$ cat src/shared/rlp_pkg.sv
// Purpose: constants and types of the line protocol controller
// Assumes: 100 MHz system clock, 16-bit address, 8-bit data port
// Notes:   all offsets, fields, resets and timing counts live here
package rlp_pkg;

    // ****************************************************
    // register map
    // ****************************************************
    localparam logic [15:0] SWOVER_ADDR  = 16'h4d00; // write only
    localparam logic [15:0] CTRL_ADDR    = 16'h4d01; // write only
    localparam logic [15:0] STAT_ADDR    = 16'h4d02; // read only
    localparam logic [15:0] FIFO_CLR_ADDR = 16'hfc07; // wr rx, rd tx
    localparam logic [7:0]  SWOVER_SET   = 8'h01;
    localparam logic [7:0]  SWOVER_CLR   = 8'h00;

    // ****************************************************
    // control word fields
    // ****************************************************
    localparam int CTRL_TX_DATA = 0; // symbol data bit
    localparam int CTRL_TX_QUAL = 1; // symbol qualifier bit
    localparam int CTRL_SEND    = 2; // queue the symbol
    localparam int CTRL_RESET   = 3; // reset command, leaves abort
    localparam int CTRL_PARAM   = 4; // mark unit parameterised
    localparam int CTRL_BUS_SEL = 5; // receive from line b when 1

    // ****************************************************
    // status word fields
    // ****************************************************
    localparam int STAT_STATE  = 0; // bits 2..0
    localparam int STAT_BUSY   = 3;
    localparam int STAT_MASTER = 4;
    localparam int STAT_FAULT  = 5;
    localparam int STAT_SWOVER = 6;
    localparam int STAT_PARAM  = 7;

    // ****************************************************
    // timing
    // ****************************************************
    localparam int CLK_NS        = 10;
    localparam int RST_PULSE_NS  = 1000;
    localparam int RST_PULSE_CYC = (RST_PULSE_NS + CLK_NS - 1) / CLK_NS;

    // ****************************************************
    // protocol states
    // ****************************************************
    typedef enum logic [2:0] {
        XFER_RESET_STATE,
        XFER_IDLE_STATE,
        XFER_WAIT_STATE,
        XFER_DATA_STATE,
        XFER_FLAG_STATE,
        XFER_ABORT_STATE
    } rlp_xfer_t;

endpackage

$ cat src/rtl/rlp_ctrl.sv
// Purpose: line protocol control with redundancy handling
// Assumes: link clock is sampled, symbols taken on its rising edge
// Notes:   symbol {qual,data}: 01 idle/stop, 10 start, 11 start flag
module rlp_ctrl
    import rlp_pkg::*;
#(
    parameter int RST_CNT_W = 8
) (
    // clock and reset
    input  wire logic        CLOCK_I,
    input  wire logic        SYS_RST_I,
    // register port
    input  wire logic [15:0] ADDR_I,
    input  wire logic [7:0]  WDATA_I,
    input  wire logic        WR_I,
    input  wire logic        RD_I,
    output logic      [7:0]  RDATA_O,
    // system pins
    input  wire logic        MASTER_SELECT_N_I,
    input  wire logic        CPU_NOT_READY_N_I,
    input  wire logic        FAULT_DETECT_I,
    output logic             SWOVER_ENABLE_N_O,
    output logic             FAULT_N_O,
    output logic             LINE_DISABLE_N_O,
    output logic             DMA_ENABLE_O,
    // resets
    output logic             POWERON_RESET_N_O,
    output logic             FAST_FIFO_RESET_RX_O,
    output logic             FAST_FIFO_RESET_TX_O,
    output logic             LOGIC_RESET_O,
    // link, {qual,data} per redundant line
    input  wire logic        LINK_CLK_I,
    input  wire logic [1:0]  LINE_A_I,
    output logic      [1:0]  LINE_A_O,
    output logic             LINE_A_OE_O,
    input  wire logic [1:0]  LINE_B_I,
    output logic      [1:0]  LINE_B_O,
    output logic             LINE_B_OE_O,
    output logic             XFER_ERROR_O
);

    // ****************************************************
    // state
    // ****************************************************
    typedef struct packed {
        logic                 lk_s1;
        logic                 lk_s2;
        logic                 lk_d;
        logic [1:0]           a_s1;
        logic [1:0]           a_s2;
        logic [1:0]           b_s1;
        logic [1:0]           b_s2;
        logic                 ms_s1;
        logic                 ms_s2;
        logic                 nr_s1;
        logic                 nr_s2;
        logic                 fd_s1;
        logic                 fd_s2;
        logic                 master;
        logic [RST_CNT_W-1:0] rst_cnt;
        logic                 logic_rst;
        logic                 por_n;
        logic                 param;
        logic                 swover;
        logic                 fault;
        logic                 bus_sel;
        rlp_xfer_t            rx_st;
        logic                 err;
        logic                 tx_busy;
        logic                 tx_drv;
        logic [1:0]           tx_sym;
        logic [1:0]           line_out;
        logic                 line_oe;
        logic                 clr_rx;
        logic                 clr_tx;
        logic [7:0]           rdata;
    } rlp_state_t;

    rlp_state_t st;
    rlp_state_t next_st;

    localparam logic [RST_CNT_W-1:0] RST_LOAD =
        RST_CNT_W'(RST_PULSE_CYC);

    // ****************************************************
    // receiver transition
    // ****************************************************
    // one sampled symbol {qual,data} moves the protocol state
    function automatic rlp_xfer_t rx_next(input rlp_xfer_t s,
                                          input logic [1:0] sym);
        rlp_xfer_t n;
        n = s;
        unique case (s)
            XFER_RESET_STATE: begin
                if (sym == 2'b01) n = XFER_IDLE_STATE;
            end
            XFER_IDLE_STATE: begin
                if (sym == 2'b10) n = XFER_WAIT_STATE;
                else if (sym != 2'b01) n = XFER_ABORT_STATE;
            end
            XFER_WAIT_STATE: begin
                if (sym == 2'b10) n = XFER_DATA_STATE;
                else if (sym == 2'b11) n = XFER_FLAG_STATE;
                else if (sym == 2'b01) n = XFER_IDLE_STATE;
                else n = XFER_ABORT_STATE;
            end
            XFER_DATA_STATE: begin
                if (sym == 2'b10) n = XFER_WAIT_STATE;
                else if (sym == 2'b11) n = XFER_ABORT_STATE;
            end
            XFER_FLAG_STATE: begin
                if (sym == 2'b11) n = XFER_WAIT_STATE;
                else if (sym == 2'b10) n = XFER_ABORT_STATE;
            end
            XFER_ABORT_STATE: n = XFER_ABORT_STATE;
            default: n = XFER_RESET_STATE;
        endcase
        return n;
    endfunction

    // ****************************************************
    // next state
    // ****************************************************
    logic       standby;
    logic       basic;
    logic       lk_rise;
    logic       lk_fall;
    logic [1:0] line_sym;
    logic [1:0] rx_sym;
    logic       acc_ctrl;
    logic       tx_ok;

    always_comb begin
        next_st = st;

        // two-stage synchronisers for everything off this clock
        next_st.lk_s1 = LINK_CLK_I;
        next_st.lk_s2 = st.lk_s1;
        next_st.lk_d  = st.lk_s2;
        next_st.a_s1  = LINE_A_I;
        next_st.a_s2  = st.a_s1;
        next_st.b_s1  = LINE_B_I;
        next_st.b_s2  = st.b_s1;
        next_st.ms_s1 = MASTER_SELECT_N_I;
        next_st.ms_s2 = st.ms_s1;
        next_st.nr_s1 = CPU_NOT_READY_N_I;
        next_st.nr_s2 = st.nr_s1;
        next_st.fd_s1 = FAULT_DETECT_I;
        next_st.fd_s2 = st.fd_s1;

        lk_rise  = st.lk_s2 & ~st.lk_d;
        lk_fall  = ~st.lk_s2 & st.lk_d;
        standby  = ~st.master;
        line_sym = st.bus_sel ? st.b_s2 : st.a_s2;
        // own data when sending or coupled internally
        rx_sym   = (st.tx_drv | standby) ? st.tx_sym : line_sym;

        // mode change starts the reset pulse
        next_st.master = ~st.ms_s2;
        next_st.por_n  = 1'b1;
        if (st.master != ~st.ms_s2) begin
            next_st.rst_cnt = RST_LOAD;
        end else if (st.rst_cnt != '0) begin
            next_st.rst_cnt = st.rst_cnt - 1'b1;
        end
        basic = (st.rst_cnt != '0) | (st.master != ~st.ms_s2)
              | st.nr_s2;
        next_st.logic_rst = basic;

        // fault from self-test or watchdog holds until power-on
        if (st.fd_s2) next_st.fault = 1'b1;

        // fast fifo resets, one cycle each
        next_st.clr_rx = WR_I & (ADDR_I == FIFO_CLR_ADDR);
        next_st.clr_tx = RD_I & (ADDR_I == FIFO_CLR_ADDR);

        // switchover enable location
        if (WR_I && ADDR_I == SWOVER_ADDR) begin
            if (WDATA_I == SWOVER_SET) next_st.swover = 1'b1;
            else if (WDATA_I == SWOVER_CLR) next_st.swover = 1'b0;
        end

        // receiver samples on link clock rise, command next step
        if (lk_rise) begin
            next_st.rx_st = rx_next(st.rx_st, rx_sym);
            if (st.tx_drv) begin
                next_st.tx_busy = 1'b0;
                next_st.tx_drv  = 1'b0;
                // bit by bit read-back of what was sent
                if (!standby && line_sym != st.tx_sym) begin
                    next_st.rx_st = XFER_ABORT_STATE;
                end
            end
        end
        if (next_st.rx_st == XFER_ABORT_STATE) next_st.err = 1'b1;

        // transmitter drives on link clock fall
        if (lk_fall) begin
            if (st.tx_busy) begin
                next_st.tx_drv   = 1'b1;
                next_st.line_out = st.tx_sym;
                next_st.line_oe  = ~standby & ~st.fault;
            end else begin
                next_st.line_oe  = 1'b0;
            end
        end
        if (standby || st.fault) next_st.line_oe = 1'b0;

        // control word
        acc_ctrl = WR_I & (ADDR_I == CTRL_ADDR);
        // transmit accepted only when receiver is in a live state
        tx_ok = ~st.tx_busy & (st.rx_st != XFER_RESET_STATE)
              & (st.rx_st != XFER_ABORT_STATE);
        if (acc_ctrl) begin
            next_st.bus_sel = WDATA_I[CTRL_BUS_SEL];
            if (WDATA_I[CTRL_PARAM]) next_st.param = 1'b1;
            if (WDATA_I[CTRL_SEND] && tx_ok) begin
                next_st.tx_busy = 1'b1;
                next_st.tx_sym  = {WDATA_I[CTRL_TX_QUAL],
                                   WDATA_I[CTRL_TX_DATA]};
            end
            if (WDATA_I[CTRL_RESET]) begin
                next_st.rx_st = XFER_RESET_STATE;
                next_st.err   = 1'b0;
            end
        end

        // basic state clears the protocol and parameterisation
        if (basic) begin
            next_st.rx_st   = XFER_RESET_STATE;
            next_st.err     = 1'b0;
            next_st.tx_busy = 1'b0;
            next_st.tx_drv  = 1'b0;
            next_st.line_oe = 1'b0;
            next_st.param   = 1'b0;
            next_st.swover  = 1'b0;
        end

        // read data stands in the cycle after the strobe
        next_st.rdata = 8'h00;
        if (RD_I && ADDR_I == STAT_ADDR) begin
            next_st.rdata[STAT_STATE +: 3] = st.rx_st;
            next_st.rdata[STAT_BUSY]   = st.tx_busy;
            next_st.rdata[STAT_MASTER] = st.master;
            next_st.rdata[STAT_FAULT]  = st.fault;
            next_st.rdata[STAT_SWOVER] = st.swover;
            next_st.rdata[STAT_PARAM]  = st.param;
        end
    end

    // ****************************************************
    // registers
    // ****************************************************
    // power-on values; master flag starts as standby until sampled
    always_ff @(posedge CLOCK_I) begin
        if (SYS_RST_I) begin
            st           <= '0;
            st.rx_st     <= XFER_RESET_STATE;
            st.rst_cnt   <= RST_LOAD;
            st.logic_rst <= 1'b1;
            st.ms_s1     <= 1'b1;
            st.ms_s2     <= 1'b1;
        end else begin
            st <= next_st;
        end
    end

    // ****************************************************
    // outputs from flip-flops; LINE_DISABLE_N_O and DMA_ENABLE_O each gate two of them
    // ****************************************************
    assign RDATA_O              = st.rdata;
    assign SWOVER_ENABLE_N_O    = ~st.swover;
    assign FAULT_N_O            = ~st.fault;
    assign LINE_DISABLE_N_O     = st.master & ~st.fault;
    assign DMA_ENABLE_O         = st.master & st.param;
    assign POWERON_RESET_N_O    = st.por_n;
    assign FAST_FIFO_RESET_RX_O = st.clr_rx;
    assign FAST_FIFO_RESET_TX_O = st.clr_tx;
    assign LOGIC_RESET_O        = st.logic_rst;
    // both transceivers driven alike in active mode
    assign LINE_A_O             = st.line_out;
    assign LINE_A_OE_O          = st.line_oe;
    assign LINE_B_O             = st.line_out;
    assign LINE_B_OE_O          = st.line_oe;
    assign XFER_ERROR_O         = st.err;

endmodule // rlp_ctrl

$ cat config.mk
export PLATFORM = sky130hd
export DESIGN_NAME = rlp_ctrl
export DESIGN_NICKNAME = d
export VERILOG_FILES = /design/src/shared/rlp_pkg.sv /design/src/rtl/rlp_ctrl.sv
export SDC_FILE = /design/constraint.sdc
export NUM_CORES = 1
export LEC_CHECK = 0
export ABC_AREA = 1
export BUFFER_PORTS_ARGS = -buffer_cell sky130_fd_sc_hd__clkbuf_2
export CORE_MARGIN = 2
export CORE_UTILIZATION = 50
export DETAILED_ROUTE_END_ITERATION = 8
export GPL_ROUTABILITY_DRIVEN = 0
export PLACE_DENSITY = 0.76
export REMOVE_ABC_BUFFERS = 1
export SLEW_MARGIN = 5
export SYNTH_ARGS = -nofsm -noshare
export SYNTH_HDL_FRONTEND = slang
export SYNTH_SLANG_ARGS = --single-unit
$ cat constraint.sdc
create_clock -name CLOCK_I -period 3.1 [get_ports CLOCK_I]
set_input_delay 0.155 -clock CLOCK_I [delete_from_list [all_inputs] [get_ports CLOCK_I]]
set_output_delay 0.155 -clock CLOCK_I [all_outputs]
set_load 0.005 [all_outputs]
# Word level (Yosys, flattened, before mapping)

Index checks and enable logic that the tools add are counted.

Register bits: 53
Input port bits: 36
Logic and storage cells: 129

$add $sub $neg: 1
Equal/unequal tests: 18
Multiplexer cells: 41
Bitwise gates (word level): 20
Reduce and logical (&&, ||, !) cells: 18

Operators by type and width:

| cell                                                               | number |
|---|---|
| 16-bit by 15-bit == test with 1-bit output, second input constant  | 3 |
| 3-bit 2-to-1 mux                                                   | 14 |
| 26-bit 2-to-1 mux                                                  | 1 |
| 3-bit one-hot mux with 6 select lines                              | 1 |
| 16-bit == test, second input constant                              | 1 |
| 2-bit 2-to-1 mux                                                   | 8 |
| 1-bit 2-to-1 mux                                                   | 13 |
| 6-bit 2-to-1 mux                                                   | 2 |
| 1-bit bitwise AND                                                  | 9 |
| 3-bit == test, second input constant                               | 3 |
| 8-bit by 1-bit == test with 1-bit output, second input constant    | 1 |
| 8-bit logical NOT                                                  | 1 |
| 8-bit 2-to-1 mux                                                   | 1 |
| 1-bit inverter                                                     | 8 |
| 2-bit AND reduction                                                | 4 |
| 8-bit nonzero test                                                 | 1 |
| 8-bit by 1-bit subtractor with 8-bit output, second input constant | 1 |
| 3-bit by 2-bit == test with 1-bit output, second input constant    | 2 |
| 2-bit OR reduction                                                 | 3 |
| 2-bit == test, second input constant                               | 2 |
| 1-bit logical AND                                                  | 4 |
| 4-bit 2-to-1 mux                                                   | 1 |
| 3-bit by 1-bit == test with 1-bit output, second input constant    | 1 |
| 3-bit logical NOT                                                  | 1 |
| other kinds (10)                                                   | 12 |

# Longest topological paths before layout

Gate-level depths: netlist of run 1.

Depth in word-level cells: 17
Gate-level depth with buffers: 16
Depth with buffers taken out: 16

# Least setup slack after synthesis of run 1

OpenSTA, ideal clock, no wires.

Kind: register to register
From: register st[35] (netlist bit)
To: register st, in the netlist XFER_ERROR_O
Arrival time: 1.564 ns
Slack: 1.423 ns
Stages on the path, launching flop included: 15
Path buffers: 0
Clock period less this slack: 1.677 ns
Cells stage by stage: dfxtp_1 -> inv_2 -> nor2_4 -> nand2_1 -> nand2_2 -> inv_1 -> ha_1 -> nand4_1 -> o21ai_0 -> nor2_1 -> nand3_1 -> nor2_1 -> nor2_4 -> nand3_1 -> nand2_1

Word-level cells in the longest chain between the ends: 15
Elaborated cells between the ends (all ways): 30
Those cells by class: eq/ne (6); mux (18); bitwise (4); reduce/logical (2)

RTL lines:

| item                                     | line                            | text |
|---|---|---|
| start: declaration                       | rlp_ctrl.sv:79                  | `rlp_state_t st;` |
| start signal: assignment                 | rlp_ctrl.sv:264                 | `st <= next_st;` |
| 1-bit inverter                           | rlp_ctrl.sv:153                 | `standby = ~st.master;` |
| 1-bit OR                                 | rlp_ctrl.sv:156                 | `rx_sym = (st.tx_drv \| standby) ? st.tx_sym : line_sym;` |
| 2-bit 2-to-1 mux                         | rlp_ctrl.sv:156                 |  |
| 2-bit by 1-bit == test with 1-bit output | rlp_ctrl.sv:95, rlp_ctrl.sv:104 |  |
| 3-bit 2-to-1 mux                         | rlp_ctrl.sv:104                 | `else if (sym == 2'b01) n = XFER_IDLE_STATE;` |
| 3-bit 2-to-1 mux                         | rlp_ctrl.sv:103                 | `else if (sym == 2'b11) n = XFER_FLAG_STATE;` |
| 3-bit 2-to-1 mux                         | rlp_ctrl.sv:102                 | `if (sym == 2'b10) n = XFER_DATA_STATE;` |
| 3-bit one-hot mux with 6 select lines    | rlp_ctrl.sv:93                  | `unique case (s)` |
| 3-bit 2-to-1 mux                         | rlp_ctrl.sv:190                 | `if (!standby && line_sym != st.tx_sym) begin` |
| 3-bit 2-to-1 mux                         | rlp_ctrl.sv:186                 | `if (st.tx_drv) begin` |
| 3-bit 2-to-1 mux                         | rlp_ctrl.sv:184                 | `if (lk_rise) begin` |
| 3-bit == test                            | rlp_ctrl.sv:195                 | `if (next_st.rx_st == XFER_ABORT_STATE) next_st.err = 1'b1;` |
| 1-bit 2-to-1 mux                         | rlp_ctrl.sv:195                 |  |
| 4-bit 2-to-1 mux                         | rlp_ctrl.sv:222                 | `if (WDATA_I[CTRL_RESET]) begin` |
| 6-bit 2-to-1 mux                         | rlp_ctrl.sv:214                 | `if (acc_ctrl) begin` |

Several ways; a longest one is shown, not always the timed one.
A chain may end at the register's enable or synchronous reset.

# Final worst setup path of run 1

Same ends and word-level chain as after synthesis.

==> results of run 1 <==
-- metrics by stage --
stage | instances | setup WS (ns)
floorplan | 314 | 1.42
global placement | 426 | 1.33
detailed placement | 426 | 1.26
CTS | 434 | 1.24
global route | 434 | 1.04
finish | 434 | 1.22
-- sequential cells by signal (all words and copies together) (netlist names) --
name,count
LINE_A_OE_O,1
RDATA_O,8
next_st,9
FAST_FIFO_RESET_TX_O,1
POWERON_RESET_N_O,1
LOGIC_RESET_O,1
XFER_ERROR_O,1
FAST_FIFO_RESET_RX_O,1
LINE_A_O,2
st,28
-- layer usage --
layer / global-route usage (%) / vias to the layer above
li1: - / 1111
met1: 24.4 / 900
met2: 29.0 / 85
met3: 4.70 / 3
met4: 6.79 / 0
met5: 0 / -
-- critical path, stage by stage, from the launching register on --
cell	delay, ns
dfxtp_1	0.42
inv_2	0.09
nor2_4	0.12
nand2_1	0.10
nand2_2	0.13
inv_1	0.08
ha_1	0.18
nand4_1	0.09
o21ai_0	0.08
nor2_1	0.09
nand3_1	0.07
nor2_1	0.17
nor2_4	0.04
nand3_1	0.08
nand2_1	0.05
-- layout by cell type, fill, tap and decap left out, types with 3 or more instances in the layout --
| cell type | n |
|---|---|
| inv_1 | 48 |
| dfxtp_1 | 53 |
| nor2_4 | 3 |
| nor3_1 | 9 |
| or2_2 | 3 |
| inv_2 | 5 |
| nor2_1 | 55 |
| o21ai_0 | 10 |
| a21oi_1 | 14 |
| clkbuf_8 | 6 |
| nand3_1 | 25 |
| nand2_1 | 59 |
| nand4_1 | 6 |
| ha_1 | 5 |
| clkbuf_2 | 58 |
-- where the power goes --
group          switching, W  internal, W
combinational     0.0000575    0.0000441
clock              0.000227     0.000186
sequential        0.0000137     0.000701
-- layout make-up --
type                       instances  area [um2]
clock buffer                       6        82.6
clock inverter                     2        17.5
fill                             424        1910
inverter                          53         199
multi-input combinational        208        1030
sequential                        53        1060
tap                               54        67.6
timing repair buffer              58         290
-- final timing paths --
path / startpoint / endpoint / slack (ns) / cells past startpoint
min: LINE_A_I[1] / next_st[47] / 0.03 / 3
max: st[35] / XFER_ERROR_O / 1.22 / 14
min reg2reg: next_st[47] / st[47] / 0.41 / 2
max reg2reg: st[35] / XFER_ERROR_O / 1.22 / 14
-- kinds of logic (layout without fill, tap and decap cells) --
logic type | count (synthesis) | in the layout
and+or+nand+nor | 174 | 174
buffers and inverters | 68 | 119
DFF | 53 | 53
AOI/OAI and AO/OA | 27 | 27
adders and majority gates | 5 | 5
xor gates and xnor gates | 2 | 2
==> results by group, run 1 <==
Floorplanning
  – Initial Util: 51.4%
  – I/O pin count: 59
  – # rows: 25
  – Core area: 4660 um2
  – Die Wd: 73.2 um
  – Full die area: around 5400 um2
  – Die Span Y: 73.2 um

Synthesis
  – Most area-consuming cells after synthesis: dfxtp_1 (44%), nand2_1 (9.2%), nor2_1 (8.6%)
  – Post-synth ARST share: 0%
  – Largest family of logic cells by synthesized area: simple AND/OR/NAND/NOR gates
  – Fraction of synthesized area in multiplexers: 0%
  – Synth Area in Compound Gates: under 10%
  – Cell variety after synth: 30
  – Number of synthesized flops with an enable pin: 0
  – Total number of yosys warnings: 0
  – Adder and majority cell fraction of the synthesized area: about 2.6%
  – Synth Area in Simple Gates: 33.6%
  – Avg Inst Size Synth: 7.28 um2
  – Top cell type's share of synthesized area: 44.3%
  – Cell with the most instances after synthesis: nand2_1
  – Syn Inst Count: 329
  – Xor and xnor area share after synthesis: 0.731%
  – Main synth FF type: dfxtp_1
  – Commonest cells post-synth: nand2_1 (59), nor2_1 (55), dfxtp_1 (53)
  – Cell taking the most area after synthesis: dfxtp_1
  – Sequential area share after synthesis: between 40 and 50%
  – Mapped Area: 2390 um2
  – Synth Register Bits: 53

Critical path
  – Setup crit end kind: register
  – WP data arrival: 2.09 ns
  – CP Launch Type: register
  – Worst setup path category: register to register
  – Required @ worst endpoint: 3.31 ns
  – CP Max Fanout: 7

Timing
  – Worst Skew: 0.00640 ns
  – Min Tclk post-route: 1.88 ns
  – Slew Viols, Final: 0
  – Max Clk Rate: 0.531 GHz
  – Final setup violating endpoints: 0
  – Fin crit share: ~61%
  – Worst Tran Pin Value: about 0.42 ns
  – TNS Setup: 0 ns
  – Fin Hold WS: 0.0252 ns
  – Slew headroom: 71.8%
  – Final Hold Viols: 0
  – Unrepaired setup endpoints after global routing: no

Drt
  – Metal2 WL: 2080 um
  – Met1 Wirelength: 2220 um
  – ANT nets after route: 0
  – Drt total wl: 4690 um
  – Pre-antenna DRT Iters: 4
  – Met3 Wirelength: 373 um
  – Avg WL per Cell: 10.8 um
  – Top Metal Used: met4
  – Vias: 2,099
  – Routed vias/inst: 4.84
  – Detailed Route Iter0 Violations: 88
  – Number of remaining DRC errors: 0

Clock tree
  – CTS tree: yes
  – Later-pin clock latency in the skew report: ~0.3 ns
  – Clock-pin slew on the worst setup and hold paths: 0.10 ns
  – # hold bufs at CTS: 0
  – Sink Count: 53
  – Post-CTS sizing: 0
  – Num CTS Buffers: 5
  – CTS H-tree depth: 2
  – CTS root buf: clkbuf_8
  – Deepest clock path buffer count: 2
  – Setup bufs post-CTS: 0

Place
  – Placed cell area: roughly 2600 um2
  – Detailed Place HPWL: 3700 um
  – Port Buffers: 58

Layout
  – Final core utilization: 59.0%
  – Layout area overhead: 14.7%
  – Fraction of layout cells with a size suffix above 1: 22.6%
  – Antenna Cells: 0
  – Finished Cell Area: 2750 um2
  – Nets: 420

Power
  – Pleak: 1.30 nW
  – Final Total Pwr: ~0.0012 W
  – Worst VDD drop: 362 uV
  – Power Density: between 400 and 500 nW/um2

Global routing
  – Initial antenna violation count: 0
  – Number of global-route vias before repair: 1,808
  – First-pass GRT wire length: 7690 um
  – Largest net degree at the start of global routing: 23
  – Total global routing track utilization: between 10% and 20%
  – GR Overflow Total: 0

Run status
  – Status: finished clean

Worst hold path
  – Hold crit path type: primary input to register

Job
  – Max Cap Viol: 0
Power figures use the tool's default switching activity.
==> run 2: changes to the inputs <==
ABC_AREA = 0   (was 1)
clock period = 1.9 ns   (was 3.1 ns; I/O delays follow)
==> results by group, run 2 <==
Run status
  – Status: finished, violations left
  – Failing checks: setup timing

Critical path
  – Critical path's slowest cell: a311o_1
  – CP Cell Sequence: and2b_2, mux2i_4, inv_2, buf_6, ha_2, mux2i_1, a221oi_2, a311o_1, o32ai_2
  – Worst reg-to-reg setup slack: -0.40 ns
  – Family with the most delay on the worst path: compound AO/OA/AOI/OAI gates
  – Setup crit end kind: register
  – Required @ worst endpoint: 2.11 ns
  – WP data arrival: 2.51 ns
  – Worst setup path category: register to register
  – Worst Path Buf+Inv: 2
  – CP Max Fanout: 3
  – Slowest stage delay, CP: 0.38 ns
  – CP Launch Type: register

Floorplanning
  – Die Span Y: 71.2 um
  – Die Wd: 71.2 um
  – Full die area: around 5100 um2
  – # rows: 24
  – Initial Util: 51.9%
  – I/O pin count: 59
  – Core area: between 4000 and 5000 um2

Global routing
  – GR Overflow Total: 0
  – Largest net degree at the start of global routing: 26
  – Total global routing track utilization: a little under a fifth
  – First-pass GRT wire length: 7700 um
  – Initial antenna violation count: 0
  – Number of global-route vias before repair: 1,807

Layout
  – Most frequent cells in the layout: clkbuf_2 (58), dfxtp_1 (51), buf_4 (28)
  – Final Non-Filler Cells: 388
  – Biggest register: st
  – Layout area overhead: 32.0%
  – Antenna Cells: 0
  – Nets: 376
  – Most common cell after layout, fill and taps aside: clkbuf_2
  – Max reg flops: 28
  – Fraction of layout cells with a size suffix above 1: 34.5%

Clock tree
  – Sink Count: 53
  – CTS tree: yes
  – Deepest clock path buffer count: 2
  – Num CTS Buffers: 5
  – Clock-pin slew on the worst setup and hold paths: 0.09 ns
  – Later-pin clock latency in the skew report: 0.31 ns
  – CTS root buf: clkbuf_8
  – CTS H-tree depth: 2

Power
  – Pleak: 1.31 nW
  – Sw Share: 22.2%
  – Flop pwr share: 57.5%
  – Final Total Pwr: about 0.0020 W
  – Sw Pwr: 0.000451 W
  – Worst VDD drop: 456 uV
  – Power Density: 682 nW/um2
  – Clock power share: 33.2%
  – Gate power share: 9.4%
  – Pint: 0.00158 W

Worst hold path
  – Hold crit path type: primary input to register

Timing
  – Max Clk Rate: around 0.44 GHz
  – Final Hold Viols: 0
  – Setup ws final: -0.398 ns
  – Worst Skew: 0.00936 ns
  – Unrepaired setup endpoints after global routing: yes
  – Final setup violating endpoints: 4
  – Min Tclk post-route: 2.30 ns
  – Worst Tran Pin Value: 0.379 ns
  – Slew headroom: about 75%
  – Slew Viols, Final: 0
  – Fin crit share: 121%

Drt
  – Number of remaining DRC errors: 0
  – Drt total wl: 4780 um
  – Detailed Route Iter0 Violations: 97
  – Vias: 1,919
  – Routed vias/inst: 4.95
  – ANT nets after route: 0
  – Pre-antenna DRT Iters: 4
  – Avg WL per Cell: 12.3 um

Synthesis
  – Mapped Area: 2260 um2
  – Avg Inst Size Synth: 9.07 um2
  – Cell variety after synth: 41
  – Post-synth ARST share: 0%
  – Syn Inst Count: roughly 250
  – Sequential area share after synthesis: approximately 47%
  – Top cell type's share of synthesized area: between 40% and 50%
  – Cell taking the most area after synthesis: dfxtp_1
  – Number of synthesized flops with an enable pin: 0
  – Most area-consuming cells after synthesis: dfxtp_1 (47%), nor2b_1 (6.1%), buf_4 (4.3%)
  – Commonest cells post-synth: dfxtp_1 (53), nor2_1 (26), nor2b_1 (22)
  – Synth Register Bits: 53
  – Cell with the most instances after synthesis: dfxtp_1
  – Total number of yosys warnings: 0
  – Main synth FF type: dfxtp_1

Place
  – Placed cell count: 367
  – Port Buffers: 58
  – Detailed Place HPWL: 3480 um

Job
  – Max Cap Viol: 0
run 2: cell types whose count changed after synthesis, moves of 7 or more:
cell,before,now
nand3_1,25,10
and2_1,0,10
nand2_1,59,16
inv_1,48,13
nor2b_1,0,22
nor2_1,55,26
mux2i_1,0,7
run 2: metrics by stage:
stage	hold slack, ns	TNS [ns]	area (um2)	util [%]	worst slack [ns]
4_1_cts	0.0326	-0.342	2930	67.4	-0.248
2_1_floorplan	0.162	-1.08	2140	-	-0.509
6_report	0.0333	-0.722	2980	68.5	-0.398
3_5_place_dp	0.288	-0.733	2690	61.8	-0.403
3_3_place_gp	0.283	-0.453	2690	61.8	-0.279
5_1_grt	0.0361	-1.17	2980	68.5	-0.474
run 2: cell families (layout without fill, tap and decap cells):
| kind of cell | Yosys count | after routing | synth area share, % |
|---|---|---|---|
| compound gates | 28 | 28 | 8.09 |
| xor+xnor | 8 | 8 | 3.10 |
| fa+ha+maj | 5 | 5 | 2.77 |
| buf+inv | 32 | 119 | 7.53 |
| flops | 53 | 53 | 47.0 |
| mux | 9 | 9 | 4.10 |
| simple gates | 114 | 114 | 27.4 |
run 2: metal layers:
metal	track usage (%)	wire length, um	vias up
li1	-	-	993
met1	23.0	2140	839
met2	34.1	2240	75
met4	6.50	91	0
met5	0	0	-
met3	3.85	309	12
run 2: final timing paths:
check,start,cells after the start,endpoint
worst max register to register,st[15],9,XFER_ERROR_O
worst min register to register,next_st[40],1,st[40]
worst min-delay path,WR_I,2,FAST_FIFO_RESET_RX_O
worst max-delay path,st[15],9,XFER_ERROR_O
run 2: power by group through the flow:
stage	Sequential, W	Clock [W]	Combinational [W]
after floorplan	0.00119	0	0.0000832
after global placement	0.00119	0	0.000167
after detailed placement	0.00119	0	0.000170
after CTS	0.00117	0.000689	0.000187
after global routing	0.00117	0.000737	0.000214
final	0.00117	0.000674	0.000190
run 2: layout make-up:
cell class | count | area, um2
clock buffers | 7 | 96.3
repair buffers | 97 | 613
clock inverters | 1 | 5.00
well taps | 52 | 65.1
fillers | 327 | 1370
multi-input cells | 164 | 1090
flip-flops and latches | 53 | 1060
inverters | 14 | 52.6
run 2: worst reg2reg max path: stages (launching register included):
cell	delay (ns)
dfxtp_2	0.32
and2b_2	0.27
mux2i_4	0.27
inv_2	0.09
buf_6	0.12
ha_2	0.16
mux2i_1	0.21
a221oi_2	0.09
a311o_1	0.38
o32ai_2	0.29
run 2: repair_timing:
item | CTS | global route
pin swaps | 4 | 5
cloned | 0 | 0
gates resized for setup | 11 | 9
setup endpoints to repair | 4 | 4
hold buffers | 9 | 0
hold endpoints to repair | 9 | 0
buffers inserted | 3 | 2
